<file path="src/design/rced_defines.vh">
// constants for the root and context entry decoder
`ifndef RCED_DEFINES_VH
`define RCED_DEFINES_VH

// register byte offsets
`define RCED_OFF_CTRL      8'h00
`define RCED_OFF_CAP       8'h04
`define RCED_OFF_STATUS    8'h08
`define RCED_OFF_UPTR_LO   8'h0C
`define RCED_OFF_UPTR_HI   8'h10
`define RCED_OFF_LPTR_LO   8'h14
`define RCED_OFF_LPTR_HI   8'h18
`define RCED_OFF_DTAG      8'h1C
`define RCED_OFF_ENTRY0    8'h20
`define RCED_OFF_CTX_UPPER 8'h30
// ctrl fields
`define RCED_CTRL_FMT      0
`define RCED_CTRL_CMODE    1
// status fields
`define RCED_ST_UVALID     0
`define RCED_ST_LVALID     1
`define RCED_ST_EXT        2
`define RCED_ST_RSVDERR    3
`define RCED_ST_TAGERR     4
// entry field positions
`define RCED_UPTR_LSB      76
`define RCED_UVALID_BIT    64
`define RCED_LPTR_LSB      12
`define RCED_LVALID_BIT    0
`define RCED_DTAG_LSB      72
`define RCED_DTAG_MSB      87
`define RCED_CTX_RSVD_LSB  88
`define RCED_TABLE_SHIFT   12
// reset values
`define RCED_CTRL_RST      2'h0
// axi responses
`define RCED_RESP_OKAY     2'h0
`define RCED_RESP_SLVERR   2'h2

`endif

</file>
<file path="src/design/rced_entry_decode.v">
// extended root entry and context entry decoder with axi4-lite registers
// Behaviour
// format select set means root entries decode as 128-bit extended entries.
// upper table base from bits 127:76, bits at width+64 and up forced zero.
// bit 64 marks upper half valid; clear makes bits 127:65 ignored.
// lower table base from bits 63:12, bits at width and up forced zero.
// bit 0 marks lower half valid; clear makes bits 63:1 ignored.
// software zeroes reserved ranges 75:65, 11:1 and context 127:88.
// context entries via root entries translate requests without PASID.
// domain tag comes from context bits 87:72, labels cached entries.
// supported domain tag width is readable in a capability register.
// tag bits above supported width are treated as reserved.
// software keeps tags and second level tables one to one.
// format select clear means legacy single pointer root entries.
// in caching mode software never uses domain tag zero.
// each 128-bit entry is taken whole, bit 0 lowest byte LSB.
`timescale 1ns/1ps
`include "rced_defines.vh"

module rced_entry_decode #(
	parameter HOST_ADDR_WIDTH = 48,
	parameter TAG_WIDTH       = 16
) (
	// clock and reset
	input  wire         sys_clk,
	input  wire         resetn,
	// entry fetch from the table walker
	input  wire         entryValid,
	input  wire [127:0] entryData,
	input  wire         entryIsContext,
	// decoded root entry
	output reg  [63:0]  upperTableBase,
	output reg          upperPresent,
	output reg  [63:0]  lowerTableBase,
	output reg          lowerPresent,
	output reg          rootDone,
	// decoded context entry
	output reg  [15:0]  domainTag,
	output reg          ctxDone,
	output reg          ctxRsvdErr,
	output reg          ctxTagErr,
	// axi4-lite slave
	input  wire [7:0]   s_axi_awaddr,
	input  wire         s_axi_awvalid,
	output wire         s_axi_awready,
	input  wire [31:0]  s_axi_wdata,
	input  wire [3:0]   s_axi_wstrb,
	input  wire         s_axi_wvalid,
	output wire         s_axi_wready,
	output reg  [1:0]   s_axi_bresp,
	output reg          s_axi_bvalid,
	input  wire         s_axi_bready,
	input  wire [7:0]   s_axi_araddr,
	input  wire         s_axi_arvalid,
	output wire         s_axi_arready,
	output reg  [31:0]  s_axi_rdata,
	output reg  [1:0]   s_axi_rresp,
	output reg          s_axi_rvalid,
	input  wire         s_axi_rready
);

	reg  [1:0]   ctrl;
	reg  [127:0] lastEntry;
	reg  [7:0]   awAddr;
	reg          awHeld;
	reg  [31:0]  wData;
	reg  [3:0]   wStrb;
	reg          wHeld;
	reg          lastExt;

	wire fmtExt    = ctrl[`RCED_CTRL_FMT];
	wire cacheMode = ctrl[`RCED_CTRL_CMODE];

	// masks of pointer bits that lie below the host address width
	wire [63:0] lowMask;
	wire [63:0] highMask;
	genvar g;
	generate
		for (g = 0; g < 64; g = g + 1) begin : gMask
			assign lowMask[g]  = (g < HOST_ADDR_WIDTH) && (g >= `RCED_TABLE_SHIFT);
			assign highMask[g] = (g < HOST_ADDR_WIDTH) && (g >= `RCED_UPTR_LSB - 64);
		end
	endgenerate

	// supported tag bits; the rest of the 16-bit field is reserved
	wire [15:0] tagMask;
	generate
		for (g = 0; g < 16; g = g + 1) begin : gTag
			assign tagMask[g] = (g < TAG_WIDTH);
		end
	endgenerate

	// entry taken whole
	wire [63:0] entryHi = entryData[127:64];
	wire [63:0] entryLo = entryData[63:0];
	wire [15:0] rawTag  = entryData[`RCED_DTAG_MSB:`RCED_DTAG_LSB];
	// upper valid flag
	wire        uValid  = entryData[`RCED_UVALID_BIT];
	// lower valid flag
	wire        lValid  = entryData[`RCED_LVALID_BIT];
	// unused upper tag bits reserved
	wire        tagRsvd = |(rawTag & ~tagMask);
	// context reserved bits 127:88 checked, hazard flagged not trusted; root ranges 75:65 and 11:1 not checked
	wire        ctxRsvd = |entryData[127:`RCED_CTX_RSVD_LSB];
	// zero tag illegal in caching mode
	wire        tagZero = cacheMode && ((rawTag & tagMask) == 16'h0000);

	always @(posedge sys_clk or negedge resetn) begin
		if (!resetn) begin
			upperTableBase <= 64'h0000000000000000;
			upperPresent   <= 1'b0;
			lowerTableBase <= 64'h0000000000000000;
			lowerPresent   <= 1'b0;
			rootDone       <= 1'b0;
			domainTag      <= 16'h0000;
			ctxDone        <= 1'b0;
			ctxRsvdErr     <= 1'b0;
			ctxTagErr      <= 1'b0;
			lastEntry      <= 128'h0;
			lastExt        <= 1'b0;
		end else begin
			rootDone <= entryValid && !entryIsContext;
			ctxDone  <= entryValid && entryIsContext;
			if (entryValid) begin
				lastEntry <= entryData;
			end
			if (entryValid && !entryIsContext) begin
				lastExt <= fmtExt;
				if (fmtExt) begin
					// extended format decode
					// upper pointer masked by width
					// pointer already sits at bit 12 of the upper word, so no shift
					upperTableBase <= uValid ? (entryHi & highMask) : 64'h0000000000000000;
					upperPresent   <= uValid;
				end else begin
					// legacy format, no upper half
					upperTableBase <= 64'h0000000000000000;
					upperPresent   <= 1'b0;
				end
				// lower pointer masked by width
				lowerTableBase <= lValid ? (entryLo & lowMask) : 64'h0000000000000000;
				lowerPresent   <= lValid;
			end
			// context entry serves requests without PASID
			if (entryValid && entryIsContext) begin
				// domain tag from 87:72
				domainTag  <= rawTag & tagMask;
				ctxRsvdErr <= ctxRsvd || tagRsvd;
				ctxTagErr  <= tagZero;
			end
		end
	end

	// axi write path: address and data taken in either order
	assign s_axi_awready = !awHeld && !s_axi_bvalid;
	assign s_axi_wready  = !wHeld && !s_axi_bvalid;
	wire   awNow    = awHeld || s_axi_awvalid;
	wire   wNow     = wHeld || s_axi_wvalid;
	wire [7:0]  wrAddr   = awHeld ? awAddr : s_axi_awaddr;
	wire [31:0] wrData   = wHeld ? wData : s_axi_wdata;
	wire [3:0]  wrStrb   = wHeld ? wStrb : s_axi_wstrb;
	wire   doWrite  = awNow && wNow && !s_axi_bvalid;

	always @(posedge sys_clk or negedge resetn) begin
		if (!resetn) begin
			awHeld       <= 1'b0;
			awAddr       <= 8'h00;
			wHeld        <= 1'b0;
			wData        <= 32'h00000000;
			wStrb        <= 4'h0;
			s_axi_bvalid <= 1'b0;
			s_axi_bresp  <= `RCED_RESP_OKAY;
			ctrl         <= `RCED_CTRL_RST;
		end else begin
			if (s_axi_bvalid && s_axi_bready) begin
				s_axi_bvalid <= 1'b0;
			end
			if (doWrite) begin
				awHeld       <= 1'b0;
				wHeld        <= 1'b0;
				s_axi_bvalid <= 1'b1;
				if (wrAddr == `RCED_OFF_CTRL) begin
					s_axi_bresp <= `RCED_RESP_OKAY;
					if (wrStrb[0]) begin
						ctrl <= wrData[1:0];
					end
				end else begin
					s_axi_bresp <= `RCED_RESP_SLVERR;
				end
			end else begin
				if (s_axi_awvalid && s_axi_awready) begin
					awHeld <= 1'b1;
					awAddr <= s_axi_awaddr;
				end
				if (s_axi_wvalid && s_axi_wready) begin
					wHeld <= 1'b1;
					wData <= s_axi_wdata;
					wStrb <= s_axi_wstrb;
				end
			end
		end
	end

	// read path
	assign s_axi_arready = !s_axi_rvalid;
	localparam [4:0] TAG_W5 = TAG_WIDTH;
	reg [31:0] next_rdata;
	reg        next_rerr;
	always @* begin
		next_rdata = 32'h00000000;
		next_rerr  = 1'b0;
		case (s_axi_araddr)
			`RCED_OFF_CTRL:      next_rdata = {30'h0, ctrl};
			// tag width readable
			`RCED_OFF_CAP:       next_rdata = {27'h0, TAG_W5};
			`RCED_OFF_STATUS:    next_rdata = {27'h0, ctxTagErr, ctxRsvdErr, lastExt,
				lowerPresent, upperPresent};
			`RCED_OFF_UPTR_LO:   next_rdata = upperTableBase[31:0];
			`RCED_OFF_UPTR_HI:   next_rdata = upperTableBase[63:32];
			`RCED_OFF_LPTR_LO:   next_rdata = lowerTableBase[31:0];
			`RCED_OFF_LPTR_HI:   next_rdata = lowerTableBase[63:32];
			`RCED_OFF_DTAG:      next_rdata = {16'h0, domainTag};
			8'h20:               next_rdata = lastEntry[31:0];
			8'h24:               next_rdata = lastEntry[63:32];
			8'h28:               next_rdata = lastEntry[95:64];
			8'h2C:               next_rdata = lastEntry[127:96];
			default:             next_rerr  = 1'b1;
		endcase
	end

	always @(posedge sys_clk or negedge resetn) begin
		if (!resetn) begin
			s_axi_rvalid <= 1'b0;
			s_axi_rdata  <= 32'h00000000;
			s_axi_rresp  <= `RCED_RESP_OKAY;
		end else begin
			if (s_axi_arvalid && s_axi_arready) begin
				s_axi_rvalid <= 1'b1;
				s_axi_rdata  <= next_rdata;
				s_axi_rresp  <= next_rerr ? `RCED_RESP_SLVERR : `RCED_RESP_OKAY;
			end else if (s_axi_rready) begin
				s_axi_rvalid <= 1'b0;
			end
		end
	end

endmodule // rced_entry_decode

</file>
<file path="config.mk">
export PLATFORM = sky130hd
export DESIGN_NAME = rced_entry_decode
export DESIGN_NICKNAME = d
export VERILOG_FILES = /design/src/design/rced_entry_decode.v
export VERILOG_INCLUDE_DIRS = /design/src /design/src/design
export SDC_FILE = /design/constraint.sdc
export NUM_CORES = 1
export LEC_CHECK = 0
export ABC_CLOCK_PERIOD_IN_PS = 2000
export BUFFER_PORTS_ARGS = -buffer_cell sky130_fd_sc_hd__buf_4
export CAP_MARGIN = 30
export CELL_PAD_IN_SITES_DETAIL_PLACEMENT = 0
export CELL_PAD_IN_SITES_GLOBAL_PLACEMENT = 1
export CORE_MARGIN = 8
export CORE_UTILIZATION = 40
export CTS_CLUSTER_DIAMETER = 50
export CTS_CLUSTER_SIZE = 16
export DETAILED_ROUTE_END_ITERATION = 10
export GPL_ROUTABILITY_DRIVEN = 0
export PLACE_DENSITY = 0.83
export SYNTH_ARGS = -nofsm -noshare
export SYNTH_HDL_FRONTEND = slang
export SYNTH_SLANG_ARGS = --single-unit
</file>
<file path="constraint.sdc">
create_clock -name sys_clk -period 2 [get_ports sys_clk]
set_clock_uncertainty 0.15 [all_clocks]
set_input_delay 0.6 -clock sys_clk [delete_from_list [all_inputs] [get_ports sys_clk]]
set_output_delay 0.6 -clock sys_clk [all_outputs]
set_load 0.01 [all_outputs]
</file>
Word-level counts from Yosys, hierarchy flattened
Index checks and enable logic that the tools add are counted.
Cells by class
  eq/ne operators: 11
  muxes and demuxes: 18
  bitwise operators: 1
  reduce and logical (&&, ||, !) cells: 30
Operators with widths (count)
  $pmux 32 s12: 1
  $mux 48: 3
  $reduce_or 40->1: 1
  $eq 8x5->1 const B: 4
  $eq 8x6->1 const B: 4
  $eq 8x4->1 const B: 2
  $logic_not 16->1: 1
  $logic_not 8->1: 2
  $reduce_or 12->1: 1
  $logic_and 1x1->1: 11
  $mux 1: 10
  $eq 8x3->1 const B: 1
  $mux 8: 1
  $reduce_bool 2->1: 4
  $mux 2: 3
  $logic_not 1->1: 5
  $reduce_and 2->1: 2
  $reduce_and 3->1: 1
  $logic_or 1x1->1: 2
  $not 1->1: 1
Storage, ports and cells
  bits in registers: 332
  bits of input ports: 189
  logic and storage cells: 82

Depth between registers and ports, before layout
Gate-level depths: netlist of the first run.
  word-level depth: 5
  depth in mapped cells: 7
  mapped depth without buffers: 4

Least setup slack after synthesis of the first run
OpenSTA, ideal clock, no wires.
  path kind: input -> register
  start point: input port s_axi_araddr[5]
  end point: register s_axi_rdata[7]
  arrival time: 2.065 ns
  required time: 1.782 ns
  slack: -0.282 ns
  cell stages on the path: 7
  buffers on the path: 3
  path through: buf_4 or4b_1 clkbuf_2 or4_4 buf_6 nor2_1 a221o_1
On the way
  word-level cells in the longest chain between the ends: 2
RTL lines
  from (decl): RTL line rced_entry_decode.v:53  | input wire [7:0] s_axi_araddr,
  $eq 8x6->1, or another cell as far along: RTL line rced_entry_decode.v:212  | case (s_axi_araddr)
  $pmux 32 s12 *: RTL line rced_entry_decode.v:212
  to (signal assigned): RTL line rced_entry_decode.v:239  | s_axi_rdata <= next_rdata;
  to (decl): RTL line rced_entry_decode.v:56  | output reg [31:0] s_axi_rdata,
Mark *: on every way between the ends. The rest lies on a longest branch, timed or not.
A chain may end at the register's enable or synchronous reset.

Worst setup path in the final report of the first run
  start point: register awHeld
  end point: output port s_axi_awready
On the way
  word-level cells in the longest chain between the ends: 2
RTL lines
  from (decl): RTL line rced_entry_decode.v:65  | reg awHeld;
  from (signal assigned): RTL line rced_entry_decode.v:166  | awHeld <= 1'b0;
  from (signal assigned): RTL line rced_entry_decode.v:179  | awHeld <= 1'b0;
  from (signal assigned): RTL line rced_entry_decode.v:192  | awHeld <= 1'b1;
  $logic_not 1->1: RTL line rced_entry_decode.v:155  | assign s_axi_awready = !awHeld && !s_axi_bvalid;
  $logic_and 1x1->1: RTL line rced_entry_decode.v:155
  to (decl): RTL line rced_entry_decode.v:45  | output wire s_axi_awready,
Every way passes these cells.

==> metrics.txt, run 1 <==
ys flop type dfrtp_1; routed wire length 46700 um; synth warn 0; drt wl/cell 25.3 um; P per Cell Area ~900 nW/um2; Non-Filler Instances around 1800; CTS Buffer Depth 3; share of cells above drive strength 1 0.452; Tot Pwr between 15 and 20 mW; Die Y between 150 and 200 um; register area share after synthesis 0.543; slew margin rel. 0.664; clock root buffer clkbuf_16; Hold Crit Class in -> reg; CP max FO 3; placed instance count approximately 1800; H-tree depth 2; VDD IR max roughly 0.6 mV; GRT Util Overall 0.243; antenna violations before repair 5; asr flop ratio synth 1.00; drt pass-1 iters 8; CP Launch Type flip-flop; arrival time worst endpoint between 1000 and 1500 ps; first-pass GRT wire length ~70000 um; full die area around 38000 um2; Clk Latency, worst-skew pair around 520 ps; DIE WIDTH just under 200 um; Std-Cell Rows 65; fin worst setup slack 36.7 ps; drt via density 5.67; Seq pwr share 0.431; Final min period about 2000 ps; internal power roughly 11 mW; grt total ovfl 0; Logic pwr share 0.162; I/O pin count between 300 and 400; LEAKAGE between 7 and 8 nW; Max Freq roughly 500 MHz; Critical Path RT around 1300 ps; period utilization 0.982; Final Core Density 0.546; vias post-DR between 10000 and 15000; CTS buffer count 34; area grow syn2layout 35.4%; Cells after Synth about 1100; critical path class reg -> out; final hold violation count 0; Mean Syn Cell Area 11.9 um2; TritonCTS clock tree done; CP Capture Type output pin; TNS Setup 0 ps; Clk network pwr share 0.407; Antenna Nets Post-Route 0; DP Worst Slack -422 ps; post-DP HPWL roughly 35000 um; Initial DRC Count around 890; TritonCTS Sinks between 200 and 300; Synth Cell Area roughly 13000 um2; IO buf count between 200 and 300; Cell variety after synth 61; Finish-stage setup viols 0; Core Area 31300 um2; Initial Utilization 0.404; max_cap viols 0; Final #Nets roughly 1600; Post-synth EDFFs 0; number of global-route vias before repair roughly 11000; RSZ-0062 raised after global routing yes; Psw 4.18 mW; largest net degree at the start of global routing 85; max-slew violations 0; worst slew pin tran 504 ps; fraction of power spent switching nets 0.273; drt drc 0; Worst-path clk slew around 60 ps; flops & latches, synth around 270; status completed
==> through the flow <==
stage,instance area (um2),hold slack (ps)
finish,17100,99.0
global route,17100,91.0
detailed placement,15900,322
global placement,15900,313
floorplan,12900,154
CTS,17100,88.2
==> area by class of cell <==
| cell class | instances | area, um2 |
|---|---|---|
| flip-flops and latches | 274 | 6860 |
| diodes | 3 | 7.51 |
| well taps | 402 | 503 |
| inverters | 5 | 18.8 |
| clock buffers | 40 | 913 |
| multi-input cells | 700 | 5310 |
| clock inverters | 19 | 228 |
| fillers | 2704 | 14200 |
| repair buffers | 406 | 3270 |
==> cell families after synthesis <==
logic type | count (synthesis) | share of synthesized area
DFF | 274 | 0.543
and+or+nand+nor | 274 | 0.113
AOI/OAI and AO/OA | 184 | 0.119
muxes | 184 | 0.163
other | 1 | 0.000297
buffers and inverters | 142 | 0.0620
==> sequential cells by signal, indices dropped and copies added, names as in the netlist, 2 cells and up <==
signal	cells
awAddr	8
ctrl	2
domainTag	16
lastEntry	128
lowerTableBase	36
s_axi_rdata	32
upperTableBase	36
wData	2
==> synthesized netlist by cell type (4+ instances only) <==
cell | n | share of area
dfrtp_1 | 274 | 0.54
mux2_2 | 166 | 0.15
nand2_1 | 108 | 0.032
buf_4 | 59 | 0.035
a22o_1 | 54 | 0.037
clkbuf_1 | 53 | 0.016
nand3_1 | 52 | 0.021
a22oi_1 | 26 | 0.015
nor2_1 | 24 | 0.0071
o221ai_1 | 22 | 0.015
nand3b_1 | 21 | 0.012
a222oi_1 | 17 | 0.013
mux2i_1 | 17 | 0.013
nor4_1 | 16 | 0.0079
buf_1 | 12 | 0.0036
a211oi_1 | 10 | 0.0059
buf_2 | 9 | 0.0036
o21ai_0 | 8 | 0.0032
a21oi_1 | 7 | 0.0028
and3_1 | 7 | 0.0035
a221oi_1 | 5 | 0.0035
a31oi_1 | 5 | 0.0025
inv_1 | 5 | 0.0015
nand2b_1 | 5 | 0.0025
o22ai_1 | 5 | 0.0025
a2bb2oi_1 | 4 | 0.0028
a32oi_1 | 4 | 0.0028
nand4_1 | 4 | 0.0020
nor3_1 | 4 | 0.0016
nor3b_1 | 4 | 0.0024
o211ai_1 | 4 | 0.0024
or4b_1 | 4 | 0.0032
==> worst paths after layout <==
check                                      start                        end  slack, ps  depth (start not counted)
setup / recovery              awHeld$_DFFE_PN0P_              s_axi_awready         40                          3
hold / removal                      s_axi_bready   s_axi_bvalid$_DFFE_PN0P_        100                          2
setup reg to reg           awAddr[1]$_DFFE_PN0P_        ctrl[0]$_DFFE_PN0P_         80                          4
hold reg to reg              lastExt$_DFFE_PN0P_        lastExt$_DFFE_PN0P_        330                          2
max in group asynchronous                 resetn          ctxDone$_DFF_PN0_        620                          3
min in group asynchronous                 resetn  lastEntry[63]$_DFFE_PN0P_        470                          2
==> worst max-delay path: stages, from the launching register on <==
cell and delay [ps]:
dfrtp_1 390, buf_6 130, nor2_4 70, buf_6 100
==> placed cells by master (no fill, tap or decap), types with 10 or more instances in the layout <==
| master | n |
|---|---|
| nand2_1 | 108 |
| nand3b_1 | 21 |
| clkbuf_16 | 34 |
| nor4_1 | 16 |
| nand3_1 | 52 |
| mux2_2 | 166 |
| buf_12 | 16 |
| conb_1 | 58 |
| mux2i_1 | 17 |
| o221ai_1 | 20 |
| dfrtp_1 | 272 |
| a22o_1 | 54 |
| nor2_1 | 20 |
| a222oi_1 | 17 |
| a22oi_1 | 26 |
| buf_4 | 386 |
| a211oi_1 | 10 |
==> timing repair <==
| action | in CTS | in global routing |
|---|---|---|
| endpoints found under the setup margin | 4 | 12 |
| hold endpoints to repair | 43 | 0 |
| hold buffers | 1 | 0 |
| setup buffers | 1 | 3 |
| resized for setup | 6 | 3 |
| pin swaps | 1 | 3 |
==> routing by layer <==
layer,wire length [um],vias up,global-route usage
li1,-,4559,-
met4,1720,4,0.0958
met5,30,-,0
met1,18900,5301,0.311
met2,22000,514,0.387
met3,4070,101,0.0651
==> power groups by stage <==
| stage | Sequential [mW] | Combinational [mW] | Clock, mW |
|---|---|---|---|
| 3_5_place_dp | 6.68 | 2.38 | 0 |
| 4_1_cts | 6.59 | 2.44 | 6.32 |
| 2_1_floorplan | 6.58 | 1.16 | 0 |
| 6_report | 6.60 | 2.49 | 6.24 |
| 5_1_grt | 6.65 | 2.68 | 6.58 |
| 3_3_place_gp | 6.65 | 2.33 | 0 |
No activity file was read; power rests on OpenSTA's default activity.
==> run 2: changes to the inputs <==
--- a/config.mk
+++ b/config.mk
@@ -6,13 +6,14 @@
 export SDC_FILE = /design/constraint.sdc
 export NUM_CORES = 1
 export LEC_CHECK = 0
+export ABC_AREA = 1
 export ABC_CLOCK_PERIOD_IN_PS = 2000
 export BUFFER_PORTS_ARGS = -buffer_cell sky130_fd_sc_hd__buf_4
 export CAP_MARGIN = 30
 export CELL_PAD_IN_SITES_DETAIL_PLACEMENT = 0
 export CELL_PAD_IN_SITES_GLOBAL_PLACEMENT = 1
 export CORE_MARGIN = 8
-export CORE_UTILIZATION = 40
+export CORE_UTILIZATION = 37
 export CTS_CLUSTER_DIAMETER = 50
 export CTS_CLUSTER_SIZE = 16
 export DETAILED_ROUTE_END_ITERATION = 10
==> metrics.txt, run 2 <==
CP max FO 3 (unchanged); Critical Path RT 1250 ps (about the same); period utilization 0.974 (-0.00804); worst path bufs/invs 1 (-1); IO buf count 288 (unchanged); ys flop type dfrtp_1; # fillers 3465 (+28%); crit path launch domainTag[4]$_DFFE_PN0P_; slew margin rel. 0.527 (-0.137); Max Freq 514 MHz (+0.83%); FF/Latch Area 6860 um2 (about the same); first-pass GRT wire length 72900 um (+3.5%); arrival time worst endpoint 1200 ps (about the same); P per Cell Area 888 nW/um2 (-0.84%); Synth Area in Adders 0 (unchanged); r2r startpoint awHeld$_DFFE_PN0P_; Initial DRC Count 781 (-13%); post-DP HPWL 34900 um (about the same); largest net degree at the start of global routing 150 (+76%); CP max stage delay 490 ps (+100 ps); CP cell instances buf_4; Core Area 34500 um2 (+10%); GRT Util Overall 0.227 (-0.0158); drt drc 0 (unchanged); Hold Crit Class in -> reg; critical path class reg -> out; antenna violations before repair 1 (-4); Finish-stage setup viols 0 (unchanged); placed instance count 2398 (+35%); flops & latches, synth 274 (unchanged); dominant cells by area after synthesis dfrtp_1, nand2_1, o21ai_0; top-area cell type share of the netlist area 0.530 (-0.0122); largest family of logic cells by synthesized area simple AND/OR/NAND/NOR gates; LEAKAGE 9.21 nW (+16%); RSZ-0062 raised after global routing no; max reg flops 128 (unchanged); number of global-route vias before repair 12300 (+11%); DIE WIDTH 203 um (+4.7%); H-tree depth 2 (unchanged); Post-synth top cells nand2_1, dfrtp_1, o21ai_0; I/O pin count 380 (unchanged); worst slew pin tran 710 ps (+206 ps); Antenna Nets Post-Route 0 (unchanged); worst min-delay path startpoint s_axi_bready; final hold violation count 0 (unchanged); max_cap viols 0 (unchanged); Worst Hold Depth 2 (unchanged); Mean Syn Cell Area 7.79 um2 (-35%); Worst path top cell family by delay flip-flops; synth warn 0 (unchanged); Most flops, register lastEntry; TNS Setup 0 ps (unchanged); r2r worst-path depth 8 (+4); TritonCTS clock tree done; Synth Cell Area 12900 um2 (+2.3%); vias post-DR 12000 (+14%); most common cell after layout, fill and taps aside nand2_1; area grow syn2layout 32.9%; CTS Buffer Depth 3 (unchanged); top-count cell post-synth nand2_1; CP Capture Type output pin; Final #Nets 2174 (+35%); drt wl/cell 19.2 um (-24%); Crit-path slowest cell dfrtp_1; Final Core Density 0.499 (-0.0474); commonest cells after routing, fill and taps aside nand2_1, buf_4, dfrtp_1, o21ai_0, inv_1; Clk Latency, worst-skew pair 520 ps (about the same); clock root buffer clkbuf_16; Synth Area in Simple Gates 0.260 (+0.147); VDD IR max 0.514 mV (-14%); Synth Area in Compound Gates 0.104 (-0.0147); grt total ovfl 0 (unchanged); max-slew violations 0 (unchanged); Initial Utilization 0.375 (-0.0284); Regs by FF count lastEntry: 128 flops, lowerTableBase: 36 flops, upperTableBase: 36 flops; drt pass-1 iters 7 (-1); Yosys top cell by area dfrtp_1; routed wire length 47400 um (+1.4%); CTS buffer count 37 (+8.8%); Cells after Synth 1659 (+57%); CP Launch Type flip-flop; xor/xnor cell area share of the yosys netlist 0 (unchanged); register area share after synthesis 0.530 (-0.0122); share of cells above drive strength 1 0.226 (-0.226); drt via density 4.86 (-14%); WP depth 1 (-2); Worst-path clk slew 60 ps (about the same); Non-Filler Instances 2466 (+33%); full die area 41200 um2 (+9.7%); multiplexer area fraction after synthesis 0.00261 (-0.161); Die Y 203 um (+4.7%); status completed; Cell variety after synth 28 (-54%); Std-Cell Rows 68 (+4.6%); TritonCTS Sinks 274 (unchanged); Post-synth EDFFs 0 (unchanged); asr flop ratio synth 1.00 (unchanged); Tot Pwr 15.3 mW (-0.36%); area of the multi-input gates 4970 um2 (-6.3%); Final min period 1950 ps (-16.1 ps)
## run 2: cell count changes in the layout (fill, tap and decap cells not counted), moves of 17 or more
cell / change
a22o_1: -54
mux2_2: -163
nand2_1: +532
inv_1: +138
o21ai_0: +234
buf_4: -46
nand3b_1: -21
nor2_1: +70
o221ai_1: -20
a22oi_1: -26
a222oi_1: -17
mux2i_1: -17
## run 2: kinds of logic after synthesis
logic type / Yosys count
AO/OA/AOI/OAI: 265
buffers and inverters: 282
flip-flops: 274
multiplexers: 3
other: 1
AND/OR/NAND/NOR: 834
## run 2: stage by stage
step	hold slack (ps)	area, um2	worst slack [ps]
3_3_place_gp	303	15900	-170
3_5_place_dp	309	15900	-168
4_1_cts	100	17200	12.3
6_report	116	17200	52.8
5_1_grt	108	17200	2.22
2_1_floorplan	154	13100	212
## run 2: where the power goes
group          internal [mW]  switching (mW)  total (mW)
registers               6.12           0.428        6.55
logic                  0.905            1.25        2.16
clock network           3.90            2.66        6.55
## run 2: layer usage
metal	track usage	wire [um]	vias to the layer above
met5	0	0	-
li1	-	-	5744
met4	0.0803	1600	0
met2	0.352	21400	477
met3	0.0491	3330	91
met1	0.309	21000	5675
## run 2: timing repair
action | in CTS | in global routing
endpoints found under the hold margin | 21 | 0
hold buffers | 1 | 0
resized for setup | 1 | 1
endpoints found under the setup margin | 1 | 1
setup buffers | 1 | 1
## run 2: final timing paths
kind,end,slack [ps]
worst max-delay path,domainTag[4],50
worst min-delay path,s_axi_bvalid$_DFFE_PN0P_,120
worst max register to register,ctrl[1]$_DFFE_PN0P_,340
worst min register to register,lastEntry[60]$_DFFE_PN0P_,320
max in group asynchronous,s_axi_rdata[10]$_DFFE_PN0P_,630
min in group asynchronous,lastEntry[58]$_DFFE_PN0P_,410
## run 2: final cells by class
type	count	share of cell area
diodes	1	0.000146
clock buffers	43	0.0577
clock inverters	21	0.0135
inverters	149	0.0329
multi-input cells	1160	0.289
flip-flops and latches	274	0.399
well taps	455	0.0331
repair buffers	363	0.174
==> run 3: changes to the inputs <==
--- a/config.mk
+++ b/config.mk
@@ -12,7 +12,7 @@
 export CAP_MARGIN = 30
 export CELL_PAD_IN_SITES_DETAIL_PLACEMENT = 0
 export CELL_PAD_IN_SITES_GLOBAL_PLACEMENT = 1
-export CORE_MARGIN = 8
+export CORE_MARGIN = 2
 export CORE_UTILIZATION = 37
 export CTS_CLUSTER_DIAMETER = 50
 export CTS_CLUSTER_SIZE = 16
==> metrics.txt, run 3 (synthesized netlist as in run 2, its figures left out) <==
status completed; clock root buffer clkbuf_16; drt via density 4.88 (+0.33%); IO buf count 288 (unchanged); Final #Nets 2168 (-0.28%); TritonCTS Sinks 274 (unchanged); largest net degree at the start of global routing 120 (-20%); Non-Filler Instances 2459 (-0.28%); Clk Latency, worst-skew pair 560 ps (+40 ps); # fillers 3378 (-2.5%); Core Area 34500 um2 (unchanged); Worst Hold Depth 2 (unchanged); worst path bufs/invs 1 (unchanged); Antenna Nets Post-Route 0 (unchanged); GRT Util Overall 0.242 (+0.0155); Die Y 191 um (-5.9%); full die area 36500 um2 (-11%); Most flops, register lastEntry; Crit-path slowest cell dfrtp_1; first-pass GRT wire length 67600 um (-7.3%); CP cell instances buf_4; Initial Utilization 0.375 (unchanged); Placed Area 15900 um2 (-0.14%); CP Launch Type flip-flop; arrival time worst endpoint 1230 ps (+30 ps); worst hold path endpoint s_axi_bvalid$_DFFE_PN0P_; P per Cell Area 859 nW/um2 (-3.2%); final hold violation count 0 (unchanged); r2r worst-path depth 6 (-2); CP max FO 3 (unchanged); r2r endpoint ctrl[0]$_DFFE_PN0P_; Design Area, Final 17000 um2 (-1.0%); routed wire length 44600 um (-5.8%); area grow syn2layout 31.6%; Worst path top cell family by delay flip-flops; critical path class reg -> out; worst min-delay path startpoint s_axi_bready; Initial DRC Count 966 (+24%); drt wl/cell 18.1 um (-5.6%); Regs by FF count lastEntry: 128 flops, lowerTableBase: 36 flops, upperTableBase: 36 flops; slew margin rel. 0.600 (+0.0735); post-DP HPWL 32300 um (-7.6%); TritonCTS clock tree done; most common cell after layout, fill and taps aside nand2_1; Critical Path RT 1250 ps (about the same); Final min period 1980 ps (+29.6 ps); DIE WIDTH 191 um (-5.9%); r2r startpoint awHeld$_DFFE_PN0P_; Hold Crit Class in -> reg; H-tree depth 1 (-1); placed instance count 2400 (+0.083%); worst slew pin tran 600 ps (-110 ps); max_cap viols 0 (unchanged); Std-Cell Rows 68 (unchanged); share of cells above drive strength 1 0.224 (-0.00171); max-slew violations 0 (unchanged); max reg flops 128 (unchanged); CP max stage delay 490 ps (about the same); commonest cells after routing, fill and taps aside nand2_1, buf_4, dfrtp_1, o21ai_0, inv_1; drt drc 0 (unchanged); RSZ-0062 raised after global routing yes; VDD IR max 0.650 mV (+26%); CP Capture Type output pin; LEAKAGE 9.14 nW (-0.80%); number of global-route vias before repair 11500 (-6.1%); setup slack, reg-to-reg 480 ps (+140 ps); CTS Buffer Depth 3 (unchanged); Finish-stage setup viols 0 (unchanged); grt total ovfl 0 (unchanged); I/O pin count 380 (unchanged); antenna violations before repair 1 (unchanged); Max Freq 506 MHz (-1.5%); period utilization 0.988 (+0.0148); drt pass-1 iters 5 (-2); Worst-path clk slew 70 ps (about the same); Final Core Density 0.494 (-0.00519); vias post-DR 12000 (+0.042%); CTS buffer count 30 (-19%)
run 3: area by class of cell:
type,instances,area [um2],area share
Antenna cell,1,2.50,0.000147
Clock buffer,35,811,0.0477
Clock inverter,21,263,0.0154
Inverter,149,566,0.0333
Multi-Input combinational cell,1160,4970,0.292
Sequential cell,274,6860,0.403
Tap cell,455,569,0.0335
Timing Repair Buffer,364,2970,0.175
run 3: what timing repair did:
item                                    CTS  global route
buffers inserted                          1             0
hold endpoints to repair                 26             0
hold buffers                              1             0
gates resized for setup                   1             1
endpoints found under the setup margin    1             2
run 3: routing by layer:
layer | part of all wire | routed length (um) | global-route usage
met3 | 0.073 | 3240 | 0.0343
met4 | 0.024 | 1060 | 0.0626
met5 | 0 | 0 | 0
met1 | 0.45 | 19900 | 0.346
met2 | 0.46 | 20400 | 0.387
run 3: where the power goes:
group	internal [mW]	total (mW)	switching, mW	leakage [nW]
logic	0.887	2.11	1.22	5.13
registers	6.12	6.55	0.429	3.49
clock network	3.40	5.96	2.56	0.521
total	10.4	14.6	4.21	9.14
run 3: worst max-delay path by stage:
stage / start / end / slack (ps) / depth (start not counted)
after global routing: s_axi_bvalid$_DFFE_PN0P_ / s_axi_wready / -30 / 2
after CTS: s_axi_bvalid$_DFFE_PN0P_ / s_axi_awready / 1 / 2
after detailed placement: s_axi_araddr[1] / s_axi_rdata[18]$_DFFE_PN0P_ / -170 / 11
after floorplan: s_axi_araddr[1] / s_axi_rdata[17]$_DFFE_PN0P_ / 210 / 10
after global placement: s_axi_araddr[0] / s_axi_rdata[22]$_DFFE_PN0P_ / -210 / 11
final: domainTag[1]$_DFFE_PN0P_ / domainTag[1] / 20 / 1
run 3: stage by stage:
step | power, mW | worst slack, ps | hold slack [ps] | TNS [ps]
2_1_floorplan | 7.54 | 212 | 154 | 0
3_3_place_gp | 8.67 | -210 | 307 | -3960
3_5_place_dp | 8.73 | -168 | 309 | -4670
4_1_cts | 14.7 | 0.952 | 64.4 | 0
5_1_grt | 15.2 | -27.1 | 68.7 | -44.3
6_report | 14.6 | 23.2 | 80.0 | 0
